**config.mk**
```make
export PLATFORM = sky130hd
export DESIGN_NAME = uart_sleep_rs485_ctrl
export DESIGN_NICKNAME = d
export VERILOG_FILES = /design/src/uart_pwr_pkg.sv /design/src/uart_sleep_rs485_ctrl.sv
export VERILOG_INCLUDE_DIRS = /design/src
export SDC_FILE = /design/constraint.sdc
export NUM_CORES = 1
export LEC_CHECK = 0
export BUFFER_PORTS_ARGS = -buffer_cell sky130_fd_sc_hd__buf_2
export CAP_MARGIN = 40
export CORE_ASPECT_RATIO = 1.75
export CORE_MARGIN = 1
export CORE_UTILIZATION = 45
export CTS_BUF_LIST = sky130_fd_sc_hd__clkbuf_8 sky130_fd_sc_hd__clkbuf_16
export DETAILED_ROUTE_END_ITERATION = 6
export PLACE_DENSITY = 0.71
export SLEW_MARGIN = 20
export SYNTH_ARGS = -nofsm -noshare
export SYNTH_HDL_FRONTEND = slang
export SYNTH_SLANG_ARGS = --single-unit
```
**constraint.sdc**
```tcl
create_clock -name i_core_clk -period 4.1 [get_ports i_core_clk]
set_input_delay 0 -clock i_core_clk [delete_from_list [all_inputs] [get_ports i_core_clk]]
set_output_delay 0 -clock i_core_clk [all_outputs]
set_load 0.02 [all_outputs]
```
**src/uart_pwr_defines.svh**
```systemverilog
`ifndef UART_PWR_DEFINES_SVH
`define UART_PWR_DEFINES_SVH

// character times of idle receive line needed before sleep
`define RX_IDLE_CHARS 3'h4
// idle counter reset value
`define RX_IDLE_ZERO 3'h0
// width of the modem input group
`define MODEM_W 4
// reset value of the modem input history
`define MODEM_ZERO 4'h0
// reset value of a character lane
`define BYTE_ZERO 8'h00

`endif

```
**src/uart_pwr_pkg.sv**
```systemverilog
package uart_pwr_pkg;

  typedef enum logic [1:0] {
    st_awake,
    st_sleep,
    st_low_power
  } power_state_type;

endpackage

```
**src/uart_sleep_rs485_ctrl.sv**
```systemverilog
`timescale 1ns/100ps
`include "uart_pwr_defines.svh"

// Behaviour
// - sleep needs enhanced bit and sleep enable
// - sleep needs idle modem, line, fifos, interrupts
// - ignore-receive bit drops idle line condition
// - uart clock enable drops asleep
// - start bit, fifo write, modem change wake
// - re-enter sleep until sleep enable cleared
// - low power pin forces stop, until released
// - rts follows modem bit or flow control
// - auto direction bit overrides other rts sources
// - auto mode: low on write, high after last
// - invert bit flips auto direction polarity
// - multidrop bit: parity one marks address
// - receiver off: drop data, flag address, store
// - receiver on: accept data, flag next address
// - auto detect drops foreign addresses, and data while receiver off
// - matching address enables receiver, stored, flagged
// - foreign address disables receiver while active
module uart_sleep_rs485_ctrl (
  input wire logic i_core_clk,
  input wire logic i_reset,
  input wire logic i_clk_en,
  input wire logic i_enh_func_en,
  input wire logic i_sleep_en,
  input wire logic i_line_int_en,
  input wire logic i_rx_idle_ignore,
  input wire logic i_auto_rts_en,
  input wire logic i_rts_invert,
  input wire logic i_multidrop_en,
  input wire logic i_special_char_en,
  input wire logic [7:0] i_addr_char,
  input wire logic i_mcr_rts,
  input wire logic i_hw_flow_en,
  input wire logic i_flow_rts_n,
  input wire logic i_low_power_pin,
  input wire logic [3:0] i_modem_in,
  input wire logic i_rx_in,
  input wire logic i_char_tick,
  input wire logic i_tx_write,
  input wire logic i_tx_last_bit_done,
  input wire logic i_tx_empty,
  input wire logic i_int_pending,
  input wire logic i_rx_fifo_empty,
  input wire logic i_rx_valid,
  input wire logic [7:0] i_rx_data,
  input wire logic i_rx_parity,
  input wire logic i_rx_parity_err,
  input wire logic i_rx_enable_set,
  input wire logic i_rx_enable_clr,
  output logic o_sleep,
  output logic o_low_power,
  output logic o_uart_clk_en,
  output logic o_wake_start,
  output logic o_rts_n,
  output logic o_push_valid,
  output logic [7:0] o_push_data,
  output logic o_push_parity_err,
  output logic o_line_status_int,
  output logic o_rx_enabled
);

  // ----------------------------------------------------------------
  // pin synchronisers
  // ----------------------------------------------------------------
  logic lp_meta_q;
  logic lp_sync_q;
  logic rx_meta_q;
  logic rx_sync_q;
  logic rx_prev_q;
  logic [`MODEM_W-1:0] modem_meta_q;
  logic [`MODEM_W-1:0] modem_sync_q;
  logic [`MODEM_W-1:0] modem_prev_q;

  // only the second stage and its delayed copy are read by any logic
  always_ff @(posedge i_core_clk) begin
    if (i_reset) begin
      lp_meta_q <= 1'b0;
      lp_sync_q <= 1'b0;
      rx_meta_q <= 1'b1;
      rx_sync_q <= 1'b1;
      rx_prev_q <= 1'b1;
    end else if (i_clk_en) begin
      lp_meta_q <= i_low_power_pin;
      lp_sync_q <= lp_meta_q;
      rx_meta_q <= i_rx_in;
      rx_sync_q <= rx_meta_q;
      rx_prev_q <= rx_sync_q;
    end
  end

  genvar g;
  generate
    for (g = 0; g < `MODEM_W; g = g + 1) begin : g_modem_sync
      always_ff @(posedge i_core_clk) begin
        if (i_reset) begin
          modem_meta_q[g] <= 1'b0;
          modem_sync_q[g] <= 1'b0;
          modem_prev_q[g] <= 1'b0;
        end else if (i_clk_en) begin
          modem_meta_q[g] <= i_modem_in[g];
          modem_sync_q[g] <= modem_meta_q[g];
          modem_prev_q[g] <= modem_sync_q[g];
        end
      end
    end
  endgenerate

  logic modem_change;
  logic rx_start_edge;

  assign modem_change = (modem_sync_q != modem_prev_q);
  assign rx_start_edge = rx_prev_q & ~rx_sync_q;

  // ----------------------------------------------------------------
  // receive line idle timer
  // ----------------------------------------------------------------
  logic [2:0] idle_cnt_q;
  logic rx_idle;

  // counts character times of steady high line; any low restarts
  always_ff @(posedge i_core_clk) begin
    if (i_reset) begin
      idle_cnt_q <= `RX_IDLE_ZERO;
    end else if (i_clk_en) begin
      if (!rx_sync_q) begin
        idle_cnt_q <= `RX_IDLE_ZERO;
      end else if (i_char_tick && idle_cnt_q != `RX_IDLE_CHARS) begin
        idle_cnt_q <= idle_cnt_q + 3'h1;
      end
    end
  end

  assign rx_idle = (idle_cnt_q == `RX_IDLE_CHARS)
                 | i_rx_idle_ignore;

  // ----------------------------------------------------------------
  // sleep and low power control
  // ----------------------------------------------------------------
  logic sleep_allowed;
  logic sleep_ready;
  logic wake_event;
  uart_pwr_pkg::power_state_type state_q;

  assign sleep_allowed = i_enh_func_en & i_sleep_en;
  assign sleep_ready = ~modem_change & rx_idle & i_tx_empty
                     & ~i_int_pending & i_rx_fifo_empty;
  assign wake_event = rx_start_edge | i_tx_write | modem_change;

  always_ff @(posedge i_core_clk) begin
    if (i_reset) begin
      state_q <= uart_pwr_pkg::st_awake;
    end else if (i_clk_en) begin
      case (state_q)
        uart_pwr_pkg::st_awake: begin
          if (lp_sync_q) begin
            state_q <= uart_pwr_pkg::st_low_power;
          end else if (sleep_allowed && sleep_ready && !wake_event) begin
            state_q <= uart_pwr_pkg::st_sleep;
          end
        end
        uart_pwr_pkg::st_sleep: begin
          if (lp_sync_q) begin
            state_q <= uart_pwr_pkg::st_low_power;
          end else if (wake_event || !sleep_allowed) begin
            state_q <= uart_pwr_pkg::st_awake;
          end
        end
        uart_pwr_pkg::st_low_power: begin
          if (!lp_sync_q) begin
            state_q <= uart_pwr_pkg::st_awake;
          end
        end
        default: begin
          state_q <= uart_pwr_pkg::st_awake;
        end
      endcase
    end
  end

  // outputs registered alongside state so they track it exactly
  always_ff @(posedge i_core_clk) begin
    if (i_reset) begin
      o_sleep <= 1'b0;
      o_low_power <= 1'b0;
      o_uart_clk_en <= 1'b1;
    end else if (i_clk_en) begin
      case (state_q)
        uart_pwr_pkg::st_awake: begin
          o_low_power <= lp_sync_q;
          o_sleep <= ~lp_sync_q & sleep_allowed & sleep_ready
                   & ~wake_event;
          o_uart_clk_en <= ~lp_sync_q
                         & ~(sleep_allowed & sleep_ready & ~wake_event);
        end
        uart_pwr_pkg::st_sleep: begin
          o_low_power <= lp_sync_q;
          o_sleep <= ~lp_sync_q & ~wake_event & sleep_allowed;
          o_uart_clk_en <= ~lp_sync_q
                         & (wake_event | ~sleep_allowed);
        end
        uart_pwr_pkg::st_low_power: begin
          o_low_power <= lp_sync_q;
          o_sleep <= 1'b0;
          o_uart_clk_en <= ~lp_sync_q;
        end
        default: begin
          o_low_power <= 1'b0;
          o_sleep <= 1'b0;
          o_uart_clk_en <= 1'b1;
        end
      endcase
    end
  end

  // the receiver samples its start bit after clocks restart; this flag
  // tells it the falling edge already happened so it is not lost
  always_ff @(posedge i_core_clk) begin
    if (i_reset) begin
      o_wake_start <= 1'b0;
    end else if (i_clk_en) begin
      o_wake_start <= (state_q == uart_pwr_pkg::st_sleep)
                    & rx_start_edge & ~lp_sync_q;
    end
  end

  // ----------------------------------------------------------------
  // transmit direction control
  // ----------------------------------------------------------------
  logic tx_pending_q;

  // a write in the same cycle as the last bit keeps the driver on
  always_ff @(posedge i_core_clk) begin
    if (i_reset) begin
      tx_pending_q <= 1'b0;
    end else if (i_clk_en) begin
      if (i_tx_write) begin
        tx_pending_q <= 1'b1;
      end else if (i_tx_last_bit_done) begin
        tx_pending_q <= 1'b0;
      end
    end
  end

  logic auto_pending;
  assign auto_pending = i_tx_write | tx_pending_q;

  always_ff @(posedge i_core_clk) begin
    if (i_reset) begin
      o_rts_n <= 1'b1;
    end else if (i_clk_en) begin
      if (i_auto_rts_en) begin
        if (i_rts_invert) begin
          o_rts_n <= auto_pending;
        end else begin
          o_rts_n <= ~auto_pending;
        end
      end else if (i_hw_flow_en) begin
        o_rts_n <= i_flow_rts_n;
      end else begin
        o_rts_n <= ~i_mcr_rts;
      end
    end
  end

  // ----------------------------------------------------------------
  // multidrop address filter
  // ----------------------------------------------------------------
  logic is_addr;
  logic addr_match;
  logic auto_detect;

  assign is_addr = i_multidrop_en & i_rx_parity;
  assign addr_match = (i_rx_data == i_addr_char);
  assign auto_detect = i_multidrop_en & i_special_char_en;

  // hardware enable or disable wins over a host pulse in the same cycle
  always_ff @(posedge i_core_clk) begin
    if (i_reset) begin
      o_rx_enabled <= 1'b0;
    end else if (i_clk_en) begin
      if (i_rx_valid && auto_detect && is_addr) begin
        o_rx_enabled <= addr_match;
      end else if (i_rx_enable_set) begin
        o_rx_enabled <= 1'b1;
      end else if (i_rx_enable_clr) begin
        o_rx_enabled <= 1'b0;
      end
    end
  end

  logic keep;
  logic flag_pe;

  always_comb begin
    keep = 1'b1;
    flag_pe = i_rx_parity_err;
    if (i_multidrop_en) begin
      if (auto_detect) begin
        keep = is_addr ? addr_match : o_rx_enabled;
        flag_pe = is_addr;
      end else begin
        keep = is_addr | o_rx_enabled;
        flag_pe = is_addr;
      end
    end
  end

  always_ff @(posedge i_core_clk) begin
    if (i_reset) begin
      o_push_valid <= 1'b0;
      o_push_data <= `BYTE_ZERO;
      o_push_parity_err <= 1'b0;
      o_line_status_int <= 1'b0;
    end else if (i_clk_en) begin
      o_push_valid <= i_rx_valid & keep;
      o_line_status_int <= i_rx_valid & keep & flag_pe
                         & i_line_int_en;
      if (i_rx_valid && keep) begin
        o_push_data <= i_rx_data;
        o_push_parity_err <= flag_pe;
      end
    end
  end

endmodule // uart_sleep_rs485_ctrl

```
After elaboration in Yosys (flattened, before gate mapping)
Cells that the tools add are included.

operators by class
  add/subtract/negate cells = 1
  equality and inequality tests = 10
  multiplexer cells = 23
  bitwise operators = 37
  reduce and logical (&&, ||, !) cells = 18

operators with widths
  kind                                                              number
  1-bit bitwise AND                                                 22
  1-bit two-way mux                                                 13
  2-bit two-way mux                                                 5
  3-bit != test (second input constant)                             3
  1-bit NOT                                                         9
  8-bit == test                                                     1
  2-bit AND reduction                                               4
  1-bit logical AND                                                 6
  3-bit two-way mux                                                 2
  1-bit bitwise OR                                                  6
  2-bit one-hot mux with 3 select lines                             1
  4-bit != test                                                     1
  4-bit AND reduction                                               1
  3-bit by 1-bit adder with 3-bit output (second input constant)    1
  3-bit == test (second input constant)                             1
  1-bit one-hot mux with 3 select lines                             1
  3-bit nonzero test                                                1
  3-bit OR reduction                                                1
  2-bit by 1-bit == test with 1-bit output (second input constant)  1
  2-bit == test (second input constant)                             1
  1-bit zero test                                                   2
  2-bit zero test                                                   1
  2-bit by 1-bit != test with 1-bit output (second input constant)  1
  2-bit != test (second input constant)                             1
  other kinds (3)                                                   3

word-level totals
  register bits = 40
  input bits = 47

Depth between registers and ports, before layout
Gate-level depths: netlist of the first run.

  depth after elaboration = 11
  gate-level depth with buffers = 6

Worst setup path before layout of the first run
No wires, ideal clock.

  kind = register to register
  start point = register o_rx_enabled
  end point = register o_line_status_int
  setup time = 73 ps
  arrival = 1547 ps
  required time = 4027 ps
  slack = 2480 ps
  stages on the path, launching flop included = 6
  period minus slack after synthesis = 1620 ps
  cell sequence = dfxtp_1 -> nor3b_2 -> or2_1 -> buf_6 -> or4b_4 -> o22ai_2

between the ends
  word-level cells in the longest chain between the ends = 6
  elaborated cells on any way between the ends = 7
  those cells by class = mux: 3; bitwise: 4

RTL lines
  what                                                   line                                                        RTL
  from (decl)                                            uart_sleep_rs485_ctrl.sv:62                                 output logic o_rx_enabled
  from (signal assigned)                                 uart_sleep_rs485_ctrl.sv:285                                o_rx_enabled <= addr_match;
  1-bit bitwise OR or 1-bit two-way mux (tied branches)  uart_sleep_rs485_ctrl.sv:305, uart_sleep_rs485_ctrl.sv:302
  1-bit two-way mux (*)                                  uart_sleep_rs485_ctrl.sv:301                                if (auto_detect) begin
  1-bit two-way mux (*)                                  uart_sleep_rs485_ctrl.sv:300                                if (i_multidrop_en) begin
  1-bit bitwise AND (*) (2 in a row)                     uart_sleep_rs485_ctrl.sv:319                                o_line_status_int <= i_rx_valid & keep & flag_pe
  1-bit bitwise AND (*)                                  uart_sleep_rs485_ctrl.sv:320                                & i_line_int_en;
  to (signal assigned)                                   uart_sleep_rs485_ctrl.sv:319
  to (decl)                                              uart_sleep_rs485_ctrl.sv:61                                 output logic o_line_status_int,

Every way passes the cells marked *; elsewhere a longest branch is shown, timed or not.
A chain may end at the register's enable or synchronous reset.

Worst setup path in the final report of the first run
Same ends and word-level chain as after synthesis.

==> results.toml, run 1 <==
[run_status]
status = "finished clean"

[detailed_routing]
vias_per_cell = 5.66
wl_per_cell_um = 13.5
route.antenna.remaining_nets = 0
dr_total_vias = 1935
dr.pass1.iters = 4
route.detailed.drc = 0
drtIter0Drc = 39
drt-total-wl_mm = 4.63

[placement]
io_buffers = 63
place_congestion = 0.747
place_area_um2 = 2340
dpl.hpwl_mm = 3.30

[logic_synthesis]
yosysWarnings = 0
synth_compound_area_share_pct = 18.6
synth_area_um2 = 2020
synth_nets = 278
synthCells = 229
yosys.area_share.simple_pct = 21.7
yosysSeqAreaShare_pct = 39.7
yosys.area.top_type = "dfxtp_1"
synth-seq-cells = 40
synthFlopType = "dfxtp_1"
synth_edf_count = 0
avgSynthCellArea_um2 = 8.82
synth_cell_type_count = 40
yosys.area.top_type_share_pct = 39.7
ys_top_cells_by_area = "dfxtp_1 (40%), mux2i_1 (8.4%), nor2_1 (3.9%)"
synth-adder-area-share_pct = 1.24
synth.area.mux_share_pct = 8.43
synth-xor-area-share_pct = 6.07
synth_top_family_by_area = "simple AND/OR/NAND/NOR gates"
async_reset_ff_share_pct = 0

[clock_network]
root_buffer = "clkbuf_8"
cts_hold_buf = 7
cts.htree.levels = 2
path_clk_slew_ps = 70
insertion_delay_ps = 290
clock_sinks = 40
numCtsBuffers = 5
post_cts_buffers = 0
ctsLongestPathBuffers = 2
cts-resized-gates = 0
cts_tree = "done"

[layout]
final_cell_mix = "buf_2 (63), dfxtp_1 (40), nor2_1 (21)"
nFillCells = 402
final_cell_area_um2 = 2510
area_growth_pct = 24.5
nets = 341
drive_above_1_share_pct = 25.3
diodes = 0
multi_input_area_um2 = 1130
final_common_cell = "buf_2"
seq_area_um2 = 801

[timing]
setup_viol = 0
period_minus_slack_ps = 1850
slew_headroom_pct = 55.3
hold_viol = 0
tns_ps = 0
maxSlewViolCount = 0
tightest_slew_ps = 670
rsz0062_at_grt = "no"
clock.fmax_mhz = 540
finalCritPeriodShare_pct = 45.1
fin_worst_skew_ps = 8.15

[worst_setup_path]
regToRegEndpoint = "o_line_status_int$_SDFFE_PP0P_"
cp_max_fo = 19
r2r_cells = 4
crit_type = "register to register"
critPathArrivalTime_ps = 2000
rr_startpoint = "o_rx_enabled$_SDFFE_PP0P_"
cp-start-kind = "register"
r2r_setup_slack_ps = 2250
end_kind = "register"
required_ps = 4250

[job]
drv_cap = 0

[die]
placementRows = 31
die_w_um = 52.6
io_pins = 64
start_util_pct = 47.8
fp.dieH_um = 90.6
coreArea_um2 = 4230
fp.dieArea_um2 = 4770

[min_path]
holdPathStages = 4
min_to = "tx_pending_q$_SDFFE_PP0P_"
hold_path_startpoint = "i_tx_last_bit_done"
hold_path_class = "input pin to register"

[global_routing]
grt_pass1_wl_mm = 7.73
antenna_found_initial = 0
grt_max_degree = 40
first_global_vias = 1887
track_usage_pct = 20.6
gr-total-overflow = 0

[pwr]
leakage_nw = 1.07
peakVddDrop_mv = 0.251
power_density_nw_per_um2 = 344
[cells by family after synthesis]
kind of cell	after synthesis
AND/OR/NAND/NOR	84
AO/OA/AOI/OAI	52
flip-flops	40
buffers and inverters	20
multiplexers	17
XOR/XNOR	14
adder cells (fa/ha/maj)	2
[cell usage after synthesis, types with 4 or more instances]
cell type	count
dfxtp_1	40
nor2_1	21
nand2_1	20
mux2i_1	17
a31oi_1	11
a21oi_1	10
clkbuf_1	10
nor4_1	9
xnor2_1	9
nand2b_1	8
o2111ai_1	8
o311ai_0	8
inv_1	5
nand4_1	5
xor2_1	5
and4_1	4
nand3_1	4
nor3_1	4
[sequential cells by signal (all words and copies together) (netlist names)]
register           count
o_push_valid           1
o_low_power            1
idle_cnt_q             3
o_wake_start           1
tx_pending_q           1
rx_prev_q              1
lp_meta_q              1
modem_sync_q           4
o_uart_clk_en          1
rx_sync_q              1
o_rx_enabled           1
o_push_parity_err      1
rx_meta_q              1
modem_prev_q           4
modem_meta_q           4
o_push_data            8
o_line_status_int      1
state_q                2
o_rts_n                1
lp_sync_q              1
o_sleep                1
[worst max-delay path by stage]
stage | from | end | slack, ps | cells past startpoint
after floorplan | o_rx_enabled$_SDFFE_PP0P_ | o_line_status_int$_SDFFE_PP0P_ | 2480 | 5
after global placement | i_clk_en | o_line_status_int$_SDFFE_PP0P_ | 2050 | 6
after detailed placement | i_clk_en | o_line_status_int$_SDFFE_PP0P_ | 2000 | 6
after CTS | o_rx_enabled$_SDFFE_PP0P_ | o_line_status_int$_SDFFE_PP0P_ | 2260 | 4
after global routing | o_rx_enabled$_SDFFE_PP0P_ | o_line_status_int$_SDFFE_PP0P_ | 2090 | 4
final | o_rx_enabled$_SDFFE_PP0P_ | o_line_status_int$_SDFFE_PP0P_ | 2250 | 4
[where the power goes]
part / switching [mW] / internal, mW / total (mW)
Sequential: 0.0118 / 0.405 / 0.417
Clock: 0.135 / 0.178 / 0.313
Combinational: 0.0759 / 0.0600 / 0.136
[per-layer routing]
metal,global-route usage [%],vias to the layer above,share of wire [%]
met4,7.68,0,1.4
li1,-,976,-
met1,22.7,862,43
met2,36.6,88,50
met3,4.38,9,5.5
met5,0,-,0
[area by class of cell]
class / instances / area share [%]
inverters: 5 / 0.746
well taps: 49 / 2.44
clock buffers: 5 / 2.74
flip-flops and latches: 40 / 31.8
repair buffers: 71 / 15.6
multi-input cells: 169 / 45.1
clock inverters: 3 / 1.54
[stage by stage]
step                      hold WS (ps)  power, mW  instances  util, %  setup slack, ps
final                             41.0      0.866        342     59.5             2250
after global routing              56.4      0.904        342     59.5             2090
after CTS                         42.9      0.872        342     59.5             2260
after detailed placement           240      0.557        327     55.3             2000
after global placement             223      0.555        327     55.3             2050
after floorplan                    128      0.509        229        -             2480
[critical path, stage by stage (launching register included)]
cell	delay [ps]
dfxtp_1	340
nor3b_2	510
or2_1	560
or4b_4	240
o22ai_2	60
Note: power is estimated with default switching activity, not from simulation.
==> run 2: changes to the inputs <==
==> constraint.sdc (replaced) <==
create_clock -name i_core_clk -period 1.8 [get_ports i_core_clk]
set_input_delay 0 -clock i_core_clk [delete_from_list [all_inputs] [get_ports i_core_clk]]
set_output_delay 0 -clock i_core_clk [all_outputs]
set_load 0.02 [all_outputs]
==> run 2 against run 1 <==
Effect of this change:
- sequential power up 130%
- die area stayed put
- register-to-register slack got worse by 1900 ps
- total power rose by 130%
- clock-buffer cell count stayed put
==> results.toml, run 2 (synthesis results as in run 1) <==
[worst_setup_path]
r2r_setup_slack_ps = 320
max_stage_delay_ps = 370
regToRegEndpoint = "o_uart_clk_en$_SDFFE_PP1P_"
rr_startpoint = "idle_cnt_q[0]$_SDFFE_PP0P_"
slowest_stage = "dfxtp_1"
r2r_cells = 6
cp_max_fo = 3
crit_type = "register to register"
end_kind = "register"
critPathArrivalTime_ps = 1700
cp-start-kind = "register"
crit_path_end = "o_uart_clk_en$_SDFFE_PP1P_"
required_ps = 2020
crit_start = "idle_cnt_q[0]$_SDFFE_PP0P_"
path_cells = "inv_1 > ha_1 > a21oi_1 > o31ai_1 > a311o_1 > o211ai_1"

[layout]
top_register = "o_push_data"
final_cell_area_um2 = 2550
diodes = 0
drive_above_1_share_pct = 26.9
nets = 345
final_common_cell = "buf_2"
final_cell_mix = "buf_2 (63), dfxtp_1 (40), nor2_1 (21)"
area_growth_pct = 26.3
largest_reg_flops = 8

[timing]
fin_worst_skew_ps = 5.32
maxSlewViolCount = 0
finalCritPeriodShare_pct = 82.4
slew_headroom_pct = 57.3
tns_ps = 0
whs_ps = 4.27
hold_viol = 0
rsz0062_at_grt = "no"
clock.fmax_mhz = 674
tightest_slew_ps = 639
period_minus_slack_ps = 1480
setup_viol = 0

[job]
drv_cap = 0

[global_routing]
track_usage_pct = 21.2
grt_pass1_wl_mm = 7.80
grt_max_degree = 33
gr-total-overflow = 0
antenna_found_initial = 0
first_global_vias = 1866

[die]
io_pins = 64
coreArea_um2 = 4230
fp.dieH_um = 90.6
start_util_pct = 47.8
die_w_um = 52.6
placementRows = 31
fp.dieArea_um2 = 4770

[clock_network]
clock_sinks = 40
insertion_delay_ps = 300
ctsLongestPathBuffers = 2
numCtsBuffers = 5
cts_tree = "done"
cts.htree.levels = 2
path_clk_slew_ps = 80
post_cts_buffers = 0
root_buffer = "clkbuf_8"

[detailed_routing]
drt-total-wl_mm = 4.75
route.antenna.remaining_nets = 0
drtIter0Drc = 53
dr_total_vias = 1947
vias_per_cell = 5.63
route.detailed.drc = 0
dr.pass1.iters = 4
wl_per_cell_um = 13.7

[placement]
io_buffers = 63
place_congestion = 0.787
place_area_um2 = 2370
dpl.hpwl_mm = 3.47

[pwr]
leakage_nw = 1.08
peakVddDrop_mv = 0.534
power_density_nw_per_um2 = 797
p_total_mw = 2.03

[min_path]
holdPathStages = 3
hold_path_class = "input pin to register"

[run_status]
status = "finished clean"
run 2: changes by cell type in the layout (fill, tap and decap cells not counted):
cell,delta
buf_4,+5
clkinv_2,-1
clkinvlp_4,+1
dlygate4sd3_1,-1
inv_1,-1
inv_6,+1
run 2: how the worst min path moves through the flow:
stage / start / slack (ps) / to
finish: i_tx_write / 4 / tx_pending_q$_SDFFE_PP0P_
global route: i_tx_write / 40 / tx_pending_q$_SDFFE_PP0P_
CTS: i_tx_write / 6 / tx_pending_q$_SDFFE_PP0P_
detailed placement: i_rx_in / 230 / rx_meta_q$_SDFFE_PP1P_
global placement: i_rx_in / 230 / rx_meta_q$_SDFFE_PP1P_
floorplan: i_rx_in / 130 / rx_meta_q$_SDFFE_PP1P_
run 2: timing repair:
action	4_1_cts	5_1_grt
endpoints found under the hold margin	6	0
gates resized for setup	0	0
hold buffers	6	0
run 2: layout make-up:
class	instances	area, um2
Fill cell	392	1680
Multi-Input combinational cell	169	1130
Sequential cell	40	801
Timing Repair Buffer	75	420
Clock buffer	5	68.8
Tap cell	49	61.3
Clock inverter	3	46.3
Inverter	5	18.8
run 2: worst max-delay path: cells and delay by family, from the launching register on:
| kind | cells | cell delay (ps) |
|---|---|---|
| compound gates | 4 | 740 |
| fa+ha+maj | 1 | 210 |
| buf+inv | 1 | 90 |
| flops | 1 | 370 |
run 2: report_power, final:
| part | switching, mW | internal [mW] |
|---|---|---|
| registers | 0.0262 | 0.923 |
| logic | 0.177 | 0.145 |
| clock network | 0.344 | 0.418 |
| total | 0.548 | 1.49 |
run 2: routing by layer:
layer	GRT usage, %	vias up	wire length [um]
met3	4.38	5	215
met5	0	-	0
met4	7.46	0	67
met2	37.6	66	2440
met1	23.6	881	2030
li1	-	995	-
run 2: metrics by stage:
step / worst slack [ps] / instances / utilization (%)
6_report: 317 / 346 / 60.3
5_1_grt: 181 / 346 / 60.3
4_1_cts: 318 / 346 / 60.3
3_5_place_dp: 335 / 332 / 56.2
3_3_place_gp: 406 / 332 / 56.2
2_1_floorplan: 180 / 229 / -
==> run 3: changes to the inputs <==
==> constraint.sdc (replaced) <==
create_clock -name i_core_clk -period 1.5 [get_ports i_core_clk]
set_input_delay 0 -clock i_core_clk [delete_from_list [all_inputs] [get_ports i_core_clk]]
set_output_delay 0 -clock i_core_clk [all_outputs]
set_load 0.02 [all_outputs]
==> run 3 against run 2 <==
Effect of this change:
- routed wire length increased by 0.17%
- design area increased by 2.7%
- total power increased by 26%
- utilization increased by 1.6 points
- largest cell class unchanged
- critical path depth unchanged
- register-to-register slack got worse by 200 ps
- first-iteration DRC count decreased by 60%
- critical path type unchanged
- sequential share of layout area decreased by 0.63 points
- via count increased by 1.7%
- sequential power increased by 20%
- highest routed layer unchanged
- clock power increased by 35%
- final cell count increased by 1.4%
- critical endpoint unchanged
==> results.toml, run 3 (synthesis results as in run 1) <==
[worst_setup_path]
critPathArrivalTime_ps = 1600
r2r_cells = 6
required_ps = 1720
cp-start-kind = "register"
cp_max_fo = 3
end_kind = "register"
crit_type = "register to register"

[clock_network]
post_cts_buffers = 0
cts_tree = "done"
root_buffer = "clkbuf_8"
numCtsBuffers = 5
clock_sinks = 40
ctsLongestPathBuffers = 2
cts.htree.levels = 2
path_clk_slew_ps = 80
insertion_delay_ps = 290

[global_routing]
grt_max_degree = 33
first_global_vias = 1828
grt_pass1_wl_mm = 7.78
gr-total-overflow = 0
track_usage_pct = 21.5
antenna_found_initial = 0

[pwr]
power_density_nw_per_um2 = 979
leakage_nw = 1.12
peakVddDrop_mv = 0.867
p_total_mw = 2.56

[timing]
tightest_slew_ps = 624
period_minus_slack_ps = 1380
rsz0062_at_grt = "no"
finalCritPeriodShare_pct = 92.3
fin_ws_ps = 116
setup_viol = 0
tns_ps = 0
clock.fmax_mhz = 722
slew_headroom_pct = 58.4
maxSlewViolCount = 0
fin_worst_skew_ps = 9.95
whs_ps = 16.9
hold_viol = 0

[layout]
final_common_cell = "buf_2"
diodes = 0
seq_area_um2 = 806
final_cell_mix = "buf_2 (63), dfxtp_1 (38), nor2_1 (21)"
top_register = "o_push_data"
nFillCells = 390
area_growth_pct = 29.7
stdcell_count = 351
final_core_util_pct = 61.9
nets = 350
drive_above_1_share_pct = 29.1
multi_input_area_um2 = 1140
largest_reg_flops = 8
final_cell_area_um2 = 2620

[die]
io_pins = 64
coreArea_um2 = 4230
fp.dieArea_um2 = 4770
fp.dieH_um = 90.6
start_util_pct = 47.8
die_w_um = 52.6
placementRows = 31

[placement]
place_congestion = 0.751
dpl.hpwl_mm = 3.53
place_area_um2 = 2420
io_buffers = 63
dp_worst_setup_slack_ps = 49.4
dp.cells = 337

[detailed_routing]
drt-total-wl_mm = 4.76
route.antenna.remaining_nets = 0
drtIter0Drc = 21
dr_total_vias = 1981
vias_per_cell = 5.64
route.detailed.drc = 0
dr.pass1.iters = 4
wl_per_cell_um = 13.5

[min_path]
holdPathStages = 3
hold_path_class = "input pin to register"

[job]
drv_cap = 0

[run_status]
status = "finished clean"
run 3: changes by cell type in the layout (fill, tap and decap cells not counted):
cell	previous run	this run
dfxtp_1	40	38
dfxtp_2	0	1
inv_1	5	6
a21oi_1	10	9
o31ai_2	0	1
a21oi_2	0	1
bufinv_16	1	2
buf_4	6	11
inv_6	1	0
o31ai_1	2	1
dfxtp_4	0	1
clkinvlp_4	1	0
run 3: metal layers:
layer  vias to the layer above  track usage [%]  wire (um)
met3                        10             5.22        183
met4                         0             10.1        127
li1                        994                -          -
met2                        68             36.7       2460
met5                         -                0          0
met1                       909             23.8       1980
run 3: cell type report:
cell class,count,share of cell area [%]
multi-input cells,169,43.6
inverters,5,0.717
clock buffers,5,2.63
clock inverters,3,2.44
well taps,49,2.34
flip-flops and latches,40,30.8
repair buffers,80,17.5
run 3: final timing paths:
| check | slack, ps | start | endpoint |
|---|---|---|---|
| min reg2reg | 460 | o_wake_start$_SDFFE_PP0P_ | o_wake_start$_SDFFE_PP0P_ |
| max reg2reg | 120 | idle_cnt_q[1]$_SDFFE_PP0P_ | o_uart_clk_en$_SDFFE_PP1P_ |
| max | 120 | idle_cnt_q[1]$_SDFFE_PP0P_ | o_uart_clk_en$_SDFFE_PP1P_ |
| min | 20 | i_tx_write | tx_pending_q$_SDFFE_PP0P_ |
run 3: report_power, final:
group          internal (mW)  switching, mW
registers               1.11         0.0319
clock network          0.658          0.367
logic                  0.184          0.215
run 3: what timing repair did:
action / CTS / global route
resized for setup: 0 / 3
endpoints found under the hold margin: 6 / 0
hold buffers: 6 / 0
setup endpoints to repair: 0 / 1
run 3: worst max-delay path, stage by stage (launching register included):
cell and delay [ps]:
dfxtp_1 360, inv_1 70, ha_1 200, a21oi_2 170, o31ai_2 90, a311o_1 350, o211ai_1 80
